<file path="config.mk">
export PLATFORM = sky130hd
export DESIGN_NAME = csx_regs
export DESIGN_NICKNAME = d
export VERILOG_FILES = /design/src/csx_pkg.sv /design/src/csx_aux_status.sv /design/src/csx_regs.sv
export SDC_FILE = /design/constraint.sdc
export NUM_CORES = 1
export LEC_CHECK = 0
export BUFFER_PORTS_ARGS = -buffer_cell sky130_fd_sc_hd__buf_4
export CORE_MARGIN = 2
export CORE_UTILIZATION = 50
export DETAILED_ROUTE_END_ITERATION = 8
export GPL_TIMING_DRIVEN = 0
export PLACE_DENSITY_LB_ADDON = 0.1
export SYNTH_ARGS = -nofsm -noshare
export SYNTH_HDL_FRONTEND = slang
export SYNTH_SLANG_ARGS = --single-unit
</file>
<file path="constraint.sdc">
create_clock -name clk_sys -period 2.5 [get_ports clk_sys]
set_clock_uncertainty 0.1 [all_clocks]
set_input_delay 0.125 -clock clk_sys [delete_from_list [all_inputs] [get_ports clk_sys]]
set_output_delay 0.125 -clock clk_sys [all_outputs]
set_load 0.01 [all_outputs]
</file>
<file path="src/csx_pkg.sv">
// Package with offsets, field layout, reset values and gain codes for the sensor register bank
package csx_pkg;
   localparam logic [7:0] CSX_OFS_CONTROL = 8'h2e;
   localparam logic [7:0] CSX_OFS_RESULT = 8'h2f;
   localparam logic [7:0] CSX_OFS_AUX = 8'h30;
   localparam logic [7:0] CSX_RST_CONTROL = 8'h00;
   localparam logic [7:0] CSX_RST_DISPLAY = 8'h00;
   localparam int CSX_TRIM_LSB = 3;
   localparam int CSX_TRIM_W = 5;
   localparam int CSX_GAIN_W = 3;
   localparam logic [4:0] CSX_TRIM_AUTO = 5'h00;
   localparam int CSX_CAP_STEP_FF = 100;
   localparam int CSX_CAP_MAX_FF = 3100;
   localparam logic [2:0] CSX_GAIN_2P8 = 3'h0;
   localparam logic [2:0] CSX_GAIN_6P5 = 3'h1;
   localparam logic [2:0] CSX_GAIN_1P1 = 3'h2;
   localparam logic [2:0] CSX_GAIN_0P5 = 3'h4;
   localparam logic [2:0] CSX_GAIN_0P35 = 3'h6;
   localparam logic [2:0] CSX_GAIN_DEFAULT = 3'h0;

   function automatic logic csx_gain_legal(input logic [2:0] g);
      return (g == CSX_GAIN_2P8) || (g == CSX_GAIN_6P5) || (g == CSX_GAIN_1P1) ||
             (g == CSX_GAIN_0P5) || (g == CSX_GAIN_0P35);
   endfunction
endpackage

</file>
<file path="src/csx_aux_status.sv">
// Auxiliary status register: registered snapshot of the status sources
`timescale 1ns/100ps
module csx_aux_status (
   // Clock and reset
   input wire logic clk_sys,
   input wire logic rst_n,
   input wire logic set_default,
   // Status sources
   input wire logic channel_pm,
   input wire logic field_detected,
   input wire logic tx_active,
   input wire logic osc_running,
   input wire logic osc_stable,
   input wire logic rx_enabled,
   input wire logic rx_busy,
   input wire logic peer_detect_active,
   input wire logic collision_avoid_active,
   // Register value
   output logic [7:0] aux_ff
);
   logic [7:0] nxt_aux;

   always_comb begin
      nxt_aux[7] = channel_pm;
      nxt_aux[6] = field_detected;
      nxt_aux[5] = tx_active;
      nxt_aux[4] = osc_running & osc_stable;
      nxt_aux[3] = rx_enabled;
      nxt_aux[2] = rx_busy;
      nxt_aux[1] = peer_detect_active;
      nxt_aux[0] = collision_avoid_active;
   end

   always_ff @(posedge clk_sys) begin
      if (!rst_n || set_default) begin
         aux_ff <= csx_pkg::CSX_RST_DISPLAY;
      end else begin
         aux_ff <= nxt_aux;
      end
   end
endmodule // csx_aux_status

</file>
<file path="src/csx_regs.sv">
// Capacitive sensor control, result display and auxiliary status register bank
`timescale 1ns/100ps
module csx_regs (
   // Clock and reset
   input wire logic clk_sys,
   input wire logic rst_n,
   // Restore-defaults command, one-cycle pulse
   input wire logic set_default,
   // Register access port
   input wire logic reg_wr,
   input wire logic reg_rd,
   input wire logic [7:0] reg_addr,
   input wire logic [7:0] reg_wdata,
   output logic [7:0] reg_rdata_ff,
   output logic reg_rvalid_ff,
   // Sensor control outputs
   output logic [4:0] trim_ff,
   output logic manual_cal_ff,
   output logic [2:0] gain_ff,
   // Calibration result from sensor
   input wire logic [4:0] cal_value,
   input wire logic cal_done,
   input wire logic cal_fail,
   // Status sources
   input wire logic channel_pm,
   input wire logic field_detected,
   input wire logic tx_active,
   input wire logic osc_running,
   input wire logic osc_stable,
   input wire logic rx_enabled,
   input wire logic rx_busy,
   input wire logic peer_detect_active,
   input wire logic collision_avoid_active
);
   logic [7:0] control_ff;
   logic [7:0] result_ff;
   logic [7:0] aux_ff;
   logic [7:0] nxt_rdata;

   ////////////////////////////////////////////////////////////////////////////////
   // Control register; only a write to its own offset, reset or set_default changes it
   always_ff @(posedge clk_sys) begin
      if (!rst_n || set_default) begin
         control_ff <= csx_pkg::CSX_RST_CONTROL;
      end else if (reg_wr && reg_addr == csx_pkg::CSX_OFS_CONTROL) begin
         control_ff <= reg_wdata;
      end
   end

   // Decoded copies kept registered so the sensor sees glitch-free levels
   always_ff @(posedge clk_sys) begin
      if (!rst_n || set_default) begin
         trim_ff <= csx_pkg::CSX_TRIM_AUTO;
         manual_cal_ff <= 1'b0;
         gain_ff <= csx_pkg::CSX_GAIN_DEFAULT;
      end else if (reg_wr && reg_addr == csx_pkg::CSX_OFS_CONTROL) begin
         trim_ff <= reg_wdata[7:3];
         manual_cal_ff <= (reg_wdata[7:3] != csx_pkg::CSX_TRIM_AUTO);
         // Illegal codes are software's fault; passed through unchanged
         gain_ff <= reg_wdata[2:0];
      end
   end

   ////////////////////////////////////////////////////////////////////////////////
   // Result display; bit 0 reserved and reads zero
   always_ff @(posedge clk_sys) begin
      if (!rst_n || set_default) begin
         result_ff <= csx_pkg::CSX_RST_DISPLAY;
      end else begin
         result_ff <= {cal_value, cal_done, cal_fail, 1'b0};
      end
   end

   csx_aux_status u_aux (
      .clk_sys(clk_sys),
      .rst_n(rst_n),
      .set_default(set_default),
      .channel_pm(channel_pm),
      .field_detected(field_detected),
      .tx_active(tx_active),
      .osc_running(osc_running),
      .osc_stable(osc_stable),
      .rx_enabled(rx_enabled),
      .rx_busy(rx_busy),
      .peer_detect_active(peer_detect_active),
      .collision_avoid_active(collision_avoid_active),
      .aux_ff(aux_ff)
   );

   ////////////////////////////////////////////////////////////////////////////////
   // Read path: unmapped offsets read zero
   always_comb begin
      if (reg_addr == csx_pkg::CSX_OFS_CONTROL) begin
         nxt_rdata = control_ff;
      end else if (reg_addr == csx_pkg::CSX_OFS_RESULT) begin
         nxt_rdata = result_ff;
      end else if (reg_addr == csx_pkg::CSX_OFS_AUX) begin
         nxt_rdata = aux_ff;
      end else begin
         nxt_rdata = 8'h00;
      end
   end

   always_ff @(posedge clk_sys) begin
      if (!rst_n) begin
         reg_rdata_ff <= 8'h00;
         reg_rvalid_ff <= 1'b0;
      end else begin
         reg_rvalid_ff <= reg_rd;
         if (reg_rd) begin
            reg_rdata_ff <= nxt_rdata;
         end
      end
   end
endmodule // csx_regs

</file>
==> results of run 1 <==
==> power by group through the flow <==
stage | Clock (mW) | Combinational, mW | Sequential [mW]
3_5_place_dp | 0 | 0.0953 | 0.551
5_1_grt | 0.443 | 0.141 | 0.540
6_report | 0.415 | 0.130 | 0.539
3_3_place_gp | 0 | 0.0925 | 0.551
2_1_floorplan | 0 | 0.0386 | 0.551
4_1_cts | 0.426 | 0.127 | 0.539
==> cell type report <==
class / count / area share [%]
timing repair buffer: 79 / 31.2
sequential: 33 / 31.3
tap: 30 / 1.78
clock buffer: 6 / 2.43
clock inverter: 2 / 1.78
multi-input combinational: 90 / 28.3
buffer: 10 / 3.02
inverter: 1 / 0.178
==> path summary, 6_finish.rpt <==
check                                 end  slack (ps)                       start
max          reg_rdata_ff[6]$_SDFFE_PN0P_        1020                      reg_rd
min            manual_cal_ff$_SDFFE_PP0P_          80                 set_default
max reg2reg  reg_rdata_ff[4]$_SDFFE_PN0P_        1300  control_ff[4]$_SDFFE_PP0P_
min reg2reg    manual_cal_ff$_SDFFE_PP0P_         370  manual_cal_ff$_SDFFE_PP0P_
==> critical path: cells and delay by family <==
kind / cells / cell delay, ps
compound gates: 1 / 310
buf+inv: 3 / 890
simple gates: 2 / 290
==> registers in the layout (all words and copies together), names as in the netlist <==
name and flops:
control_ff 8, reg_rdata_ff 8, u_aux.aux_ff 8, result_ff 7, manual_cal_ff 1, reg_rvalid_ff 1
==> metal layers <==
metal / GRT usage, % / vias up / wire (µm)
met2: 38.4 / 42 / 1660
met1: 27.0 / 593 / 1470
met3: 5.85 / 6 / 177
li1: - / 637 / -
met5: 0 / - / 0
met4: 9.06 / 0 / 57
==> through the flow <==
stage / util [%] / hold WS [ps] / total power [mW] / cells / setup WS [ps]
detailed placement: 70.5 / 229 / 0.646 / 217 / 1000
CTS: 84.4 / 74.9 / 1.09 / 251 / 1050
global placement: 70.5 / 227 / 0.643 / 217 / 1020
finish: 84.4 / 82.6 / 1.08 / 251 / 1020
global route: 84.4 / 96.0 / 1.12 / 251 / 992
floorplan: - / 147 / 0.589 / 134 / 1170
==> cells by family (layout without fill, tap and decap cells) <==
group / after synthesis / count (layout) / share of synthesized area (%)
simple gates: 64 / 64 / 27.4
flops: 33 / 33 / 49.8
compound gates: 17 / 17 / 10.9
buf+inv: 11 / 98 / 5.09
mux: 9 / 9 / 6.79
==> placed cells by master, fill, tap and decap left out, types with 2 or more instances in the layout <==
cell                            instances
sky130_fd_sc_hd__dlygate4sd3_1         26
sky130_fd_sc_hd__mux2i_1                9
sky130_fd_sc_hd__or3_1                  7
sky130_fd_sc_hd__a32o_2                 7
sky130_fd_sc_hd__o22ai_1                7
sky130_fd_sc_hd__dfxtp_1               33
sky130_fd_sc_hd__nand2_1               25
sky130_fd_sc_hd__buf_4                 54
sky130_fd_sc_hd__buf_6                  3
sky130_fd_sc_hd__nor2b_1                9
sky130_fd_sc_hd__and3_1                 2
sky130_fd_sc_hd__clkbuf_4               5
sky130_fd_sc_hd__buf_1                  2
sky130_fd_sc_hd__and2_1                15
sky130_fd_sc_hd__clkbuf_1               4
==> repair_timing <==
action                     4_1_cts  5_1_grt
hold buffers                    26        0
hold endpoints to repair        24        0
setup endpoints to repair        0        0
==> impl_metrics.py, run 1 <==
metrics = {
    "flow_run": {
        "max_cap_violations": 0,
    },
    "logic_synthesis": {
        "synth_enable_flop_cells": 0,
        "synth.avg_cell_area_um2": 9.90,
        "synth_most_common_cell": "sky130_fd_sc_hd__dfxtp_1",
        "synth_fp_nets": 171,
        "ys_seq_elements": 33,
        "synth.yosys.seq_area_share_pct": 49.8,
        "synth_top_cell_area_share_pct": 49.8,
        "yosys-top-cells-area": "sky130_fd_sc_hd__dfxtp_1, sky130_fd_sc_hd__and2_1, sky130_fd_sc_hd__nand2_1",
        "synthDominantAreaCellType": "sky130_fd_sc_hd__dfxtp_1",
        "synth_cells": 134,
        "dominantRegCellSynth": "sky130_fd_sc_hd__dfxtp_1",
        "post_synth_num_cell_types": 23,
        "mappedNetlistArea_mm2": 0.00133,
        "synth.yosys.warnings": 0,
        "asyncSetResetFlopFracSynth_pct": 0,
        "post_synth_most_frequent_cells": "sky130_fd_sc_hd__dfxtp_1, sky130_fd_sc_hd__nand2_1, sky130_fd_sc_hd__and2_1",
    },
    "power": {
        "switching_share_of_power_pct": 20.9,
        "clockPowerShare_pct": 38.3,
        "sequentialPowerShare_pct": 49.7,
        "p_switching_uw": 227,
        "power.leakage_nw": 0.935,
        "ir_worst_vdd_mv": 0.542,
        "pwr-share-comb_pct": 12.0,
        "cell_internal_power_uw": 857,
        "cellPowerDensity_mw_per_mm2": 513,
    },
    "placement": {
        "port_buffers": 53,
        "hpwlAfterDp_mm": 2.23,
        "gpl.final_weighted_congestion": 0.781,
        "dpl-instance-area_mm2": 0.00176,
    },
    "layout": {
        "area_growth_pct": 59.2,
        "layout.filler_cells": 150,
        "post-route-cell-area_mm2": 0.00211,
        "sequential_cell_area_um2": 661,
        "finish.net_count": 257,
        "num_antenna_cells": 0,
        "multi_input_comb_area_um2": 598,
        "drive_above_1_share_pct": 33.5,
    },
    "min_path": {
        "timing.hold.worst.class": "primary input to flop",
        "min_delay_path_depth": 4,
    },
    "timing": {
        "max_clock_freq_mhz": 677,
        "grt_setup_unrepaired": "false",
        "setup_viol": 0,
        "worst_slew_pin_slew_ps": 486,
        "layout_worst_path_cycle_share_pct": 59.1,
        "timing.slew.headroom_pct": 67.5,
        "number_of_slew_limit_violations_in_the_final_report": 0,
        "setup_total_negative_slack_ps": 0,
        "timing.final.crit_period_ps": 1480,
        "final_hold_fails": 0,
    },
    "clocking": {
        "postCtsSetupBuffers": 0,
        "clock_latency_ps": 330,
        "tritoncts": "built",
        "cts_repair_resize_count": 0,
        "cts_made_buffers": 5,
        "clock_sink_count": 33,
        "cts_root_buf": "sky130_fd_sc_hd__clkbuf_4",
        "clockBufferDepth": 2,
        "clk_pin_slew_ps": 110,
        "h-tree-depth": 2,
    },
    "detailed_routing": {
        "detailroute.via_count": 1278,
        "route.final.wire_length_mm": 3.37,
        "drt_iter0_markers": 42,
        "drtPass1Iterations": 4,
        "drt.antenna.violating_nets": 0,
        "remaining_drc_errors": 0,
        "via_density": 5.09,
        "route.detailed.wl_per_inst_um": 13.4,
    },
    "grt": {
        "largest_net_degree_at_the_start_of_global_routing": 12,
        "grt_antenna_before_repair": 0,
        "grt_pass1_wl_mm": 5.50,
        "global_route.usage.total_pct": 22.6,
        "grt_remaining_overflow": 0,
        "grt_pass1_vias": 1222,
    },
    "outcome": {
        "run_status": "finished, final reports clean",
    },
    "die": {
        "core_mm2": 0.00250,
        "die_height_um": 55.5,
        "start_util_pct": 53.1,
        "core.rowCount": 18,
        "dieArea_mm2": 0.00308,
        "die_x_um": 55.5,
        "pin_count": 55,
    },
    "worst_setup_path": {
        "critical_path_arrival_ps": 1610,
        "critical_path_peak_fanout": 8,
        "crit_path_max_incr_delay_ps": 540,
        "required_ps": 2630,
        "setup.worst_path.class": "primary input to flop",
        "critPathLaunchType": "primary input",
        "r2r_cells": 2,
        "sort_of_element_at_the_end_of_the_critical_path": "flop",
        "critical-path-slowest-cell": "sky130_fd_sc_hd__dlygate4sd3_1",
        "cp_cell_instances": "dlygate4sd3_1, buf_4, and2_1, and3_1, buf_1, a32o_2",
    },
}
Power figures use the tool's default switching activity.
==> run 2: changes to the inputs <==
CORE_UTILIZATION = 46   (was 50)
clock period = 1.55 ns   (was 2.5 ns; I/O delays follow)
==> impl_metrics.py, run 2 (same netlist as run 1, synthesis figures left out) <==
metrics = {
    "outcome": {
        "run_status": "finished, final reports clean",
    },
    "layout": {
        "final_cell_mix": "sky130_fd_sc_hd__buf_4, sky130_fd_sc_hd__dfxtp_1, sky130_fd_sc_hd__dlygate4sd3_1, sky130_fd_sc_hd__nand2_1, sky130_fd_sc_hd__and2_1",
        "drive_above_1_share_pct": 32.7,
        "finalCoreUtilization_pct": 75.4,
        "mostFrequentLayoutCell": "sky130_fd_sc_hd__buf_4",
        "area_growth_pct": 56.7,
        "largest_registers": "control_ff: 8 flops, reg_rdata_ff: 8 flops, u_aux.aux_ff: 8 flops",
        "num_antenna_cells": 0,
        "post-route-cell-area_mm2": 0.00208,
        "finish.net_count": 257,
    },
    "worst_setup_path": {
        "worst_r2r_startpoint": "control_ff[1]$_SDFFE_PP0P_",
        "sort_of_element_at_the_end_of_the_critical_path": "flop",
        "critical_path_arrival_ps": 1550,
        "r2r_cells": 2,
        "required_ps": 1680,
        "setup.worst_path.class": "primary input to flop",
        "crit_path_max_incr_delay_ps": 540,
        "worst-path-buf-inv": 2,
        "category_of_cells_accounting_for_the_largest_share_of_critical_path_delay": "buffers and inverters",
        "cp_cell_instances": "dlygate4sd3_1, buf_4, or4_1, o21ai_0, mux2i_1",
        "critical_path.reg2reg.endpoint": "reg_rdata_ff[1]$_SDFFE_PN0P_",
        "timing.reg2reg.setup_slack_ps": 350,
        "critPathLaunchType": "primary input",
        "critical-path-slowest-cell": "sky130_fd_sc_hd__dlygate4sd3_1",
        "critical_path_peak_fanout": 2,
    },
    "min_path": {
        "timing.hold.worst.class": "primary input to flop",
        "timing.hold.worst_endpoint": "control_ff[0]$_SDFFE_PP0P_",
        "min_delay_path_depth": 4,
        "min-delay-start": "set_default",
    },
    "grt": {
        "grt_antenna_before_repair": 0,
        "largest_net_degree_at_the_start_of_global_routing": 11,
        "grt_pass1_vias": 1280,
        "grt_remaining_overflow": 0,
        "global_route.usage.total_pct": 22.6,
        "grt_pass1_wl_mm": 5.56,
    },
    "timing": {
        "timing.slew.headroom_pct": 69.5,
        "grt_setup_unrepaired": "false",
        "max_clock_freq_mhz": 705,
        "setup_viol": 0,
        "timing.final.crit_period_ps": 1420,
        "final_hold_fails": 0,
        "worst_slew_pin_slew_ps": 456,
        "layout_worst_path_cycle_share_pct": 91.4,
        "number_of_slew_limit_violations_in_the_final_report": 0,
        "setup_total_negative_slack_ps": 0,
        "final.setup.worst_slack_ps": 133,
    },
    "die": {
        "start_util_pct": 48.1,
        "pin_count": 55,
        "core_mm2": 0.00276,
        "core.rowCount": 19,
        "die_height_um": 57.7,
        "die_x_um": 57.7,
        "dieArea_mm2": 0.00333,
    },
    "power": {
        "cellPowerDensity_mw_per_mm2": 753,
        "ir_worst_vdd_mv": 0.671,
        "power.leakage_nw": 0.922,
    },
    "detailed_routing": {
        "drtPass1Iterations": 4,
        "drt.antenna.violating_nets": 0,
        "remaining_drc_errors": 0,
        "detailroute.via_count": 1279,
        "via_density": 5.10,
        "route.detailed.wl_per_inst_um": 13.6,
        "drt_iter0_markers": 35,
        "route.final.wire_length_mm": 3.41,
    },
    "placement": {
        "dpl-instance-area_mm2": 0.00176,
        "hpwlAfterDp_mm": 2.30,
        "detailedPlace.worstSlack_ps": 84.3,
        "gpl.final_weighted_congestion": 0.775,
        "port_buffers": 53,
    },
    "flow_run": {
        "max_cap_violations": 0,
    },
    "clocking": {
        "cts_repair_resize_count": 0,
        "cts_made_buffers": 5,
        "clock_latency_ps": 340,
        "cts_root_buf": "sky130_fd_sc_hd__clkbuf_4",
        "tritoncts": "built",
        "h-tree-depth": 2,
        "clk_pin_slew_ps": 100,
        "clock_sink_count": 33,
        "clockBufferDepth": 2,
        "postCtsSetupBuffers": 0,
    },
}
## run 2: layout make-up
class                           count  area [µm²]
Inverter                            1        3.75
Buffer                             10        63.8
Tap cell                           31        38.8
Multi-Input combinational cell     90         598
Timing Repair Buffer               79         658
Clock buffer                        7        55.1
Sequential cell                    33         661
Fill cell                         208         679
## run 2: power breakdown
part / internal (mW) / switching (mW)
Combinational: 0.134 / 0.0734
Sequential: 0.864 / 0.00449
Clock: 0.214 / 0.274
## run 2: how the worst max path moves through the flow
stage            startpoint                           end  depth (start not counted)
6_report       reg_wdata[3]    manual_cal_ff$_SDFFE_PP0P_                          5
5_1_grt        reg_wdata[3]    manual_cal_ff$_SDFFE_PP0P_                          5
3_5_place_dp    reg_addr[7]    control_ff[7]$_SDFFE_PP0P_                          5
2_1_floorplan   reg_addr[4]  reg_rdata_ff[6]$_SDFFE_PN0P_                          5
3_3_place_gp    reg_addr[7]    control_ff[3]$_SDFFE_PP0P_                          5
4_1_cts        reg_wdata[3]    manual_cal_ff$_SDFFE_PP0P_                          5
## run 2: worst register-to-register path, stage by stage, from the launching register on
cell and delay, ps:
sky130_fd_sc_hd__dfxtp_1 350, sky130_fd_sc_hd__or3_1 390, sky130_fd_sc_hd__a32o_2 270
## run 2: per-layer routing
metal / share of wire, % / wire length, µm / GRT usage (%)
met5: 0 / 0 / 0
met4: 2.6 / 87 / 13.0
met3: 7.4 / 251 / 5.58
met2: 50 / 1710 / 38.8
met1: 40 / 1360 / 25.5
## run 2: timing repair
action	4_1_cts	5_1_grt
hold buffers	26	0
hold endpoints to repair	25	0
endpoints found under the setup margin	0	0
## run 2: metrics by stage
stage / cells / hold slack (ps) / total power, mW
2_1_floorplan: 134 / 99.2 / 0.951
3_3_place_gp: 218 / 180 / 1.04
3_5_place_dp: 218 / 183 / 1.04
4_1_cts: 251 / 12.7 / 1.57
5_1_grt: 251 / 25.2 / 1.63
6_report: 251 / 5.37 / 1.56
==> run 3: changes to the inputs <==
==> constraint.sdc (replaced) <==
create_clock -name clk_sys -period 1.55 [get_ports clk_sys]
set_clock_uncertainty 0.1 [all_clocks]
set_input_delay 0.2325 -clock clk_sys [delete_from_list [all_inputs] [get_ports clk_sys]]
set_output_delay 0.2325 -clock clk_sys [all_outputs]
set_load 0.01 [all_outputs]
==> impl_metrics.py, run 3 (same netlist as run 1, synthesis figures left out) <==
metrics = {
    "clocking": {
        "cts_hold_repair.buffers": 9,
        "cts_made_buffers": 5,
        "clock_sink_count": 33,
        "h-tree-depth": 2,
        "cts_repair_resize_count": 0,
        "clk_pin_slew_ps": 90,
        "clock_latency_ps": 340,
        "tritoncts": "built",
        "cts_root_buf": "sky130_fd_sc_hd__clkbuf_4",
        "clockBufferDepth": 2,
        "postCtsSetupBuffers": 0,
    },
    "layout": {
        "post-route-cell-area_mm2": 0.00191,
        "num_antenna_cells": 0,
        "final_cell_mix": "sky130_fd_sc_hd__buf_4, sky130_fd_sc_hd__dfxtp_1, sky130_fd_sc_hd__nand2_1, sky130_fd_sc_hd__and2_1",
        "layout.filler_cells": 233,
        "mostFrequentLayoutCell": "sky130_fd_sc_hd__buf_4",
        "largest_registers": "control_ff: 8 flops, reg_rdata_ff: 8 flops, u_aux.aux_ff: 8 flops",
        "finish.net_count": 240,
        "layout.cells.non_filler": 234,
        "drive_above_1_share_pct": 35.5,
        "area_growth_pct": 43.9,
        "finalCoreUtilization_pct": 69.2,
    },
    "die": {
        "dieArea_mm2": 0.00333,
        "core.rowCount": 19,
        "pin_count": 55,
        "die_height_um": 57.7,
        "start_util_pct": 48.1,
        "core_mm2": 0.00276,
        "die_x_um": 57.7,
    },
    "power": {
        "p_switching_uw": 342,
        "sequentialPowerShare_pct": 56.9,
        "cell_internal_power_mw": 1.18,
        "clockPowerShare_pct": 31.8,
        "cellPowerDensity_mw_per_mm2": 800,
        "switching_share_of_power_pct": 22.4,
        "pwr-share-comb_pct": 11.2,
        "power.leakage_nw": 0.847,
        "ir_worst_vdd_mv": 0.665,
    },
    "timing": {
        "layout_worst_path_cycle_share_pct": 83.3,
        "timing.slew.headroom_pct": 69.6,
        "timing.final.crit_period_ps": 1290,
        "number_of_slew_limit_violations_in_the_final_report": 0,
        "final.setup.worst_slack_ps": 259,
        "max_clock_freq_mhz": 775,
        "worst_slew_pin_slew_ps": 455,
        "setup_viol": 0,
        "grt_setup_unrepaired": "false",
        "whs_ps": 0.442,
        "final_hold_fails": 0,
    },
    "placement": {
        "hpwlAfterDp_mm": 2.30,
        "port_buffers": 53,
        "gpl.final_weighted_congestion": 0.775,
        "placedCellCount": 218,
        "dpl-instance-area_mm2": 0.00176,
        "detailedPlace.worstSlack_ps": -70.7,
    },
    "worst_setup_path": {
        "critPathLaunchType": "primary input",
        "required_ps": 1720,
        "setup.worst_path.class": "primary input to flop",
        "critical_path_peak_fanout": 9,
        "sort_of_element_at_the_end_of_the_critical_path": "flop",
        "critical_path_arrival_ps": 1460,
    },
    "detailed_routing": {
        "drt.antenna.violating_nets": 0,
        "drtPass1Iterations": 4,
        "detailroute.via_count": 1199,
        "remaining_drc_errors": 0,
        "route.detailed.wl_per_inst_um": 13.3,
        "route.final.wire_length_mm": 3.11,
        "drt_iter0_markers": 26,
        "via_density": 5.12,
    },
    "flow_run": {
        "max_cap_violations": 0,
    },
    "grt": {
        "grt_pass1_wl_mm": 4.91,
        "grt_antenna_before_repair": 0,
        "grt_pass1_vias": 1139,
        "global_route.usage.total_pct": 19.9,
        "grt_remaining_overflow": 0,
        "largest_net_degree_at_the_start_of_global_routing": 11,
    },
    "min_path": {
        "timing.hold.worst.class": "primary input to flop",
    },
    "outcome": {
        "run_status": "finished, final reports clean",
    },
}
## run 3: cell types whose count changed in the layout (fill, tap and decap cells not counted)
| cell | delta |
|---|---|
| sky130_fd_sc_hd__dlygate4sd3_1 | -17 |
## run 3: layout make-up
| class | count | area, µm² | area share, % |
|---|---|---|---|
| Buffer | 10 | 63.8 | 3.34 |
| Clock buffer | 7 | 55.1 | 2.89 |
| Inverter | 1 | 3.75 | 0.197 |
| Multi-Input combinational cell | 90 | 598 | 31.3 |
| Sequential cell | 33 | 661 | 34.6 |
| Tap cell | 31 | 38.8 | 2.03 |
| Timing Repair Buffer | 62 | 488 | 25.6 |
## run 3: metrics by stage
step	power, mW	TNS (ps)
after global routing	1.59	0
after CTS	1.54	0
after global placement	1.04	-292
final	1.53	0
after floorplan	0.951	0
after detailed placement	1.04	-490
## run 3: path summary, 6_finish.rpt
check,startpoint,to,slack [ps],cells after the start
min reg2reg,reg_rdata_ff[3]$_SDFFE_PN0P_,reg_rdata_ff[3]$_SDFFE_PN0P_,380,1
max,reg_addr[7],manual_cal_ff$_SDFFE_PP0P_,260,5
min,collision_avoid_active,u_aux.aux_ff[0]$_SDFF_PP0_,0.4,2
max reg2reg,control_ff[1]$_SDFFE_PP0P_,reg_rdata_ff[1]$_SDFFE_PN0P_,350,2
## run 3: power groups by stage
stage / sequential, mW / clock, mW / combinational [mW]
floorplan: 0.888 / 0 / 0.0623
global placement: 0.888 / 0 / 0.149
detailed placement: 0.889 / 0 / 0.155
CTS: 0.869 / 0.495 / 0.173
global route: 0.870 / 0.530 / 0.189
finish: 0.869 / 0.486 / 0.172
## run 3: metal layers
| layer | routed length (µm) | vias to the layer above | track usage [%] |
|---|---|---|---|
| li1 | - | 601 | - |
| met1 | 1310 | 549 | 22.8 |
| met2 | 1490 | 40 | 32.5 |
| met5 | 0 | - | 0 |
| met4 | 87 | 0 | 13.0 |
| met3 | 222 | 9 | 5.58 |
## run 3: critical path, stage by stage
cell and delay (ps):
sky130_fd_sc_hd__buf_4 110, sky130_fd_sc_hd__or4bb_1 510, sky130_fd_sc_hd__nor3_1 160, sky130_fd_sc_hd__buf_4 240
sky130_fd_sc_hd__mux2i_1 200
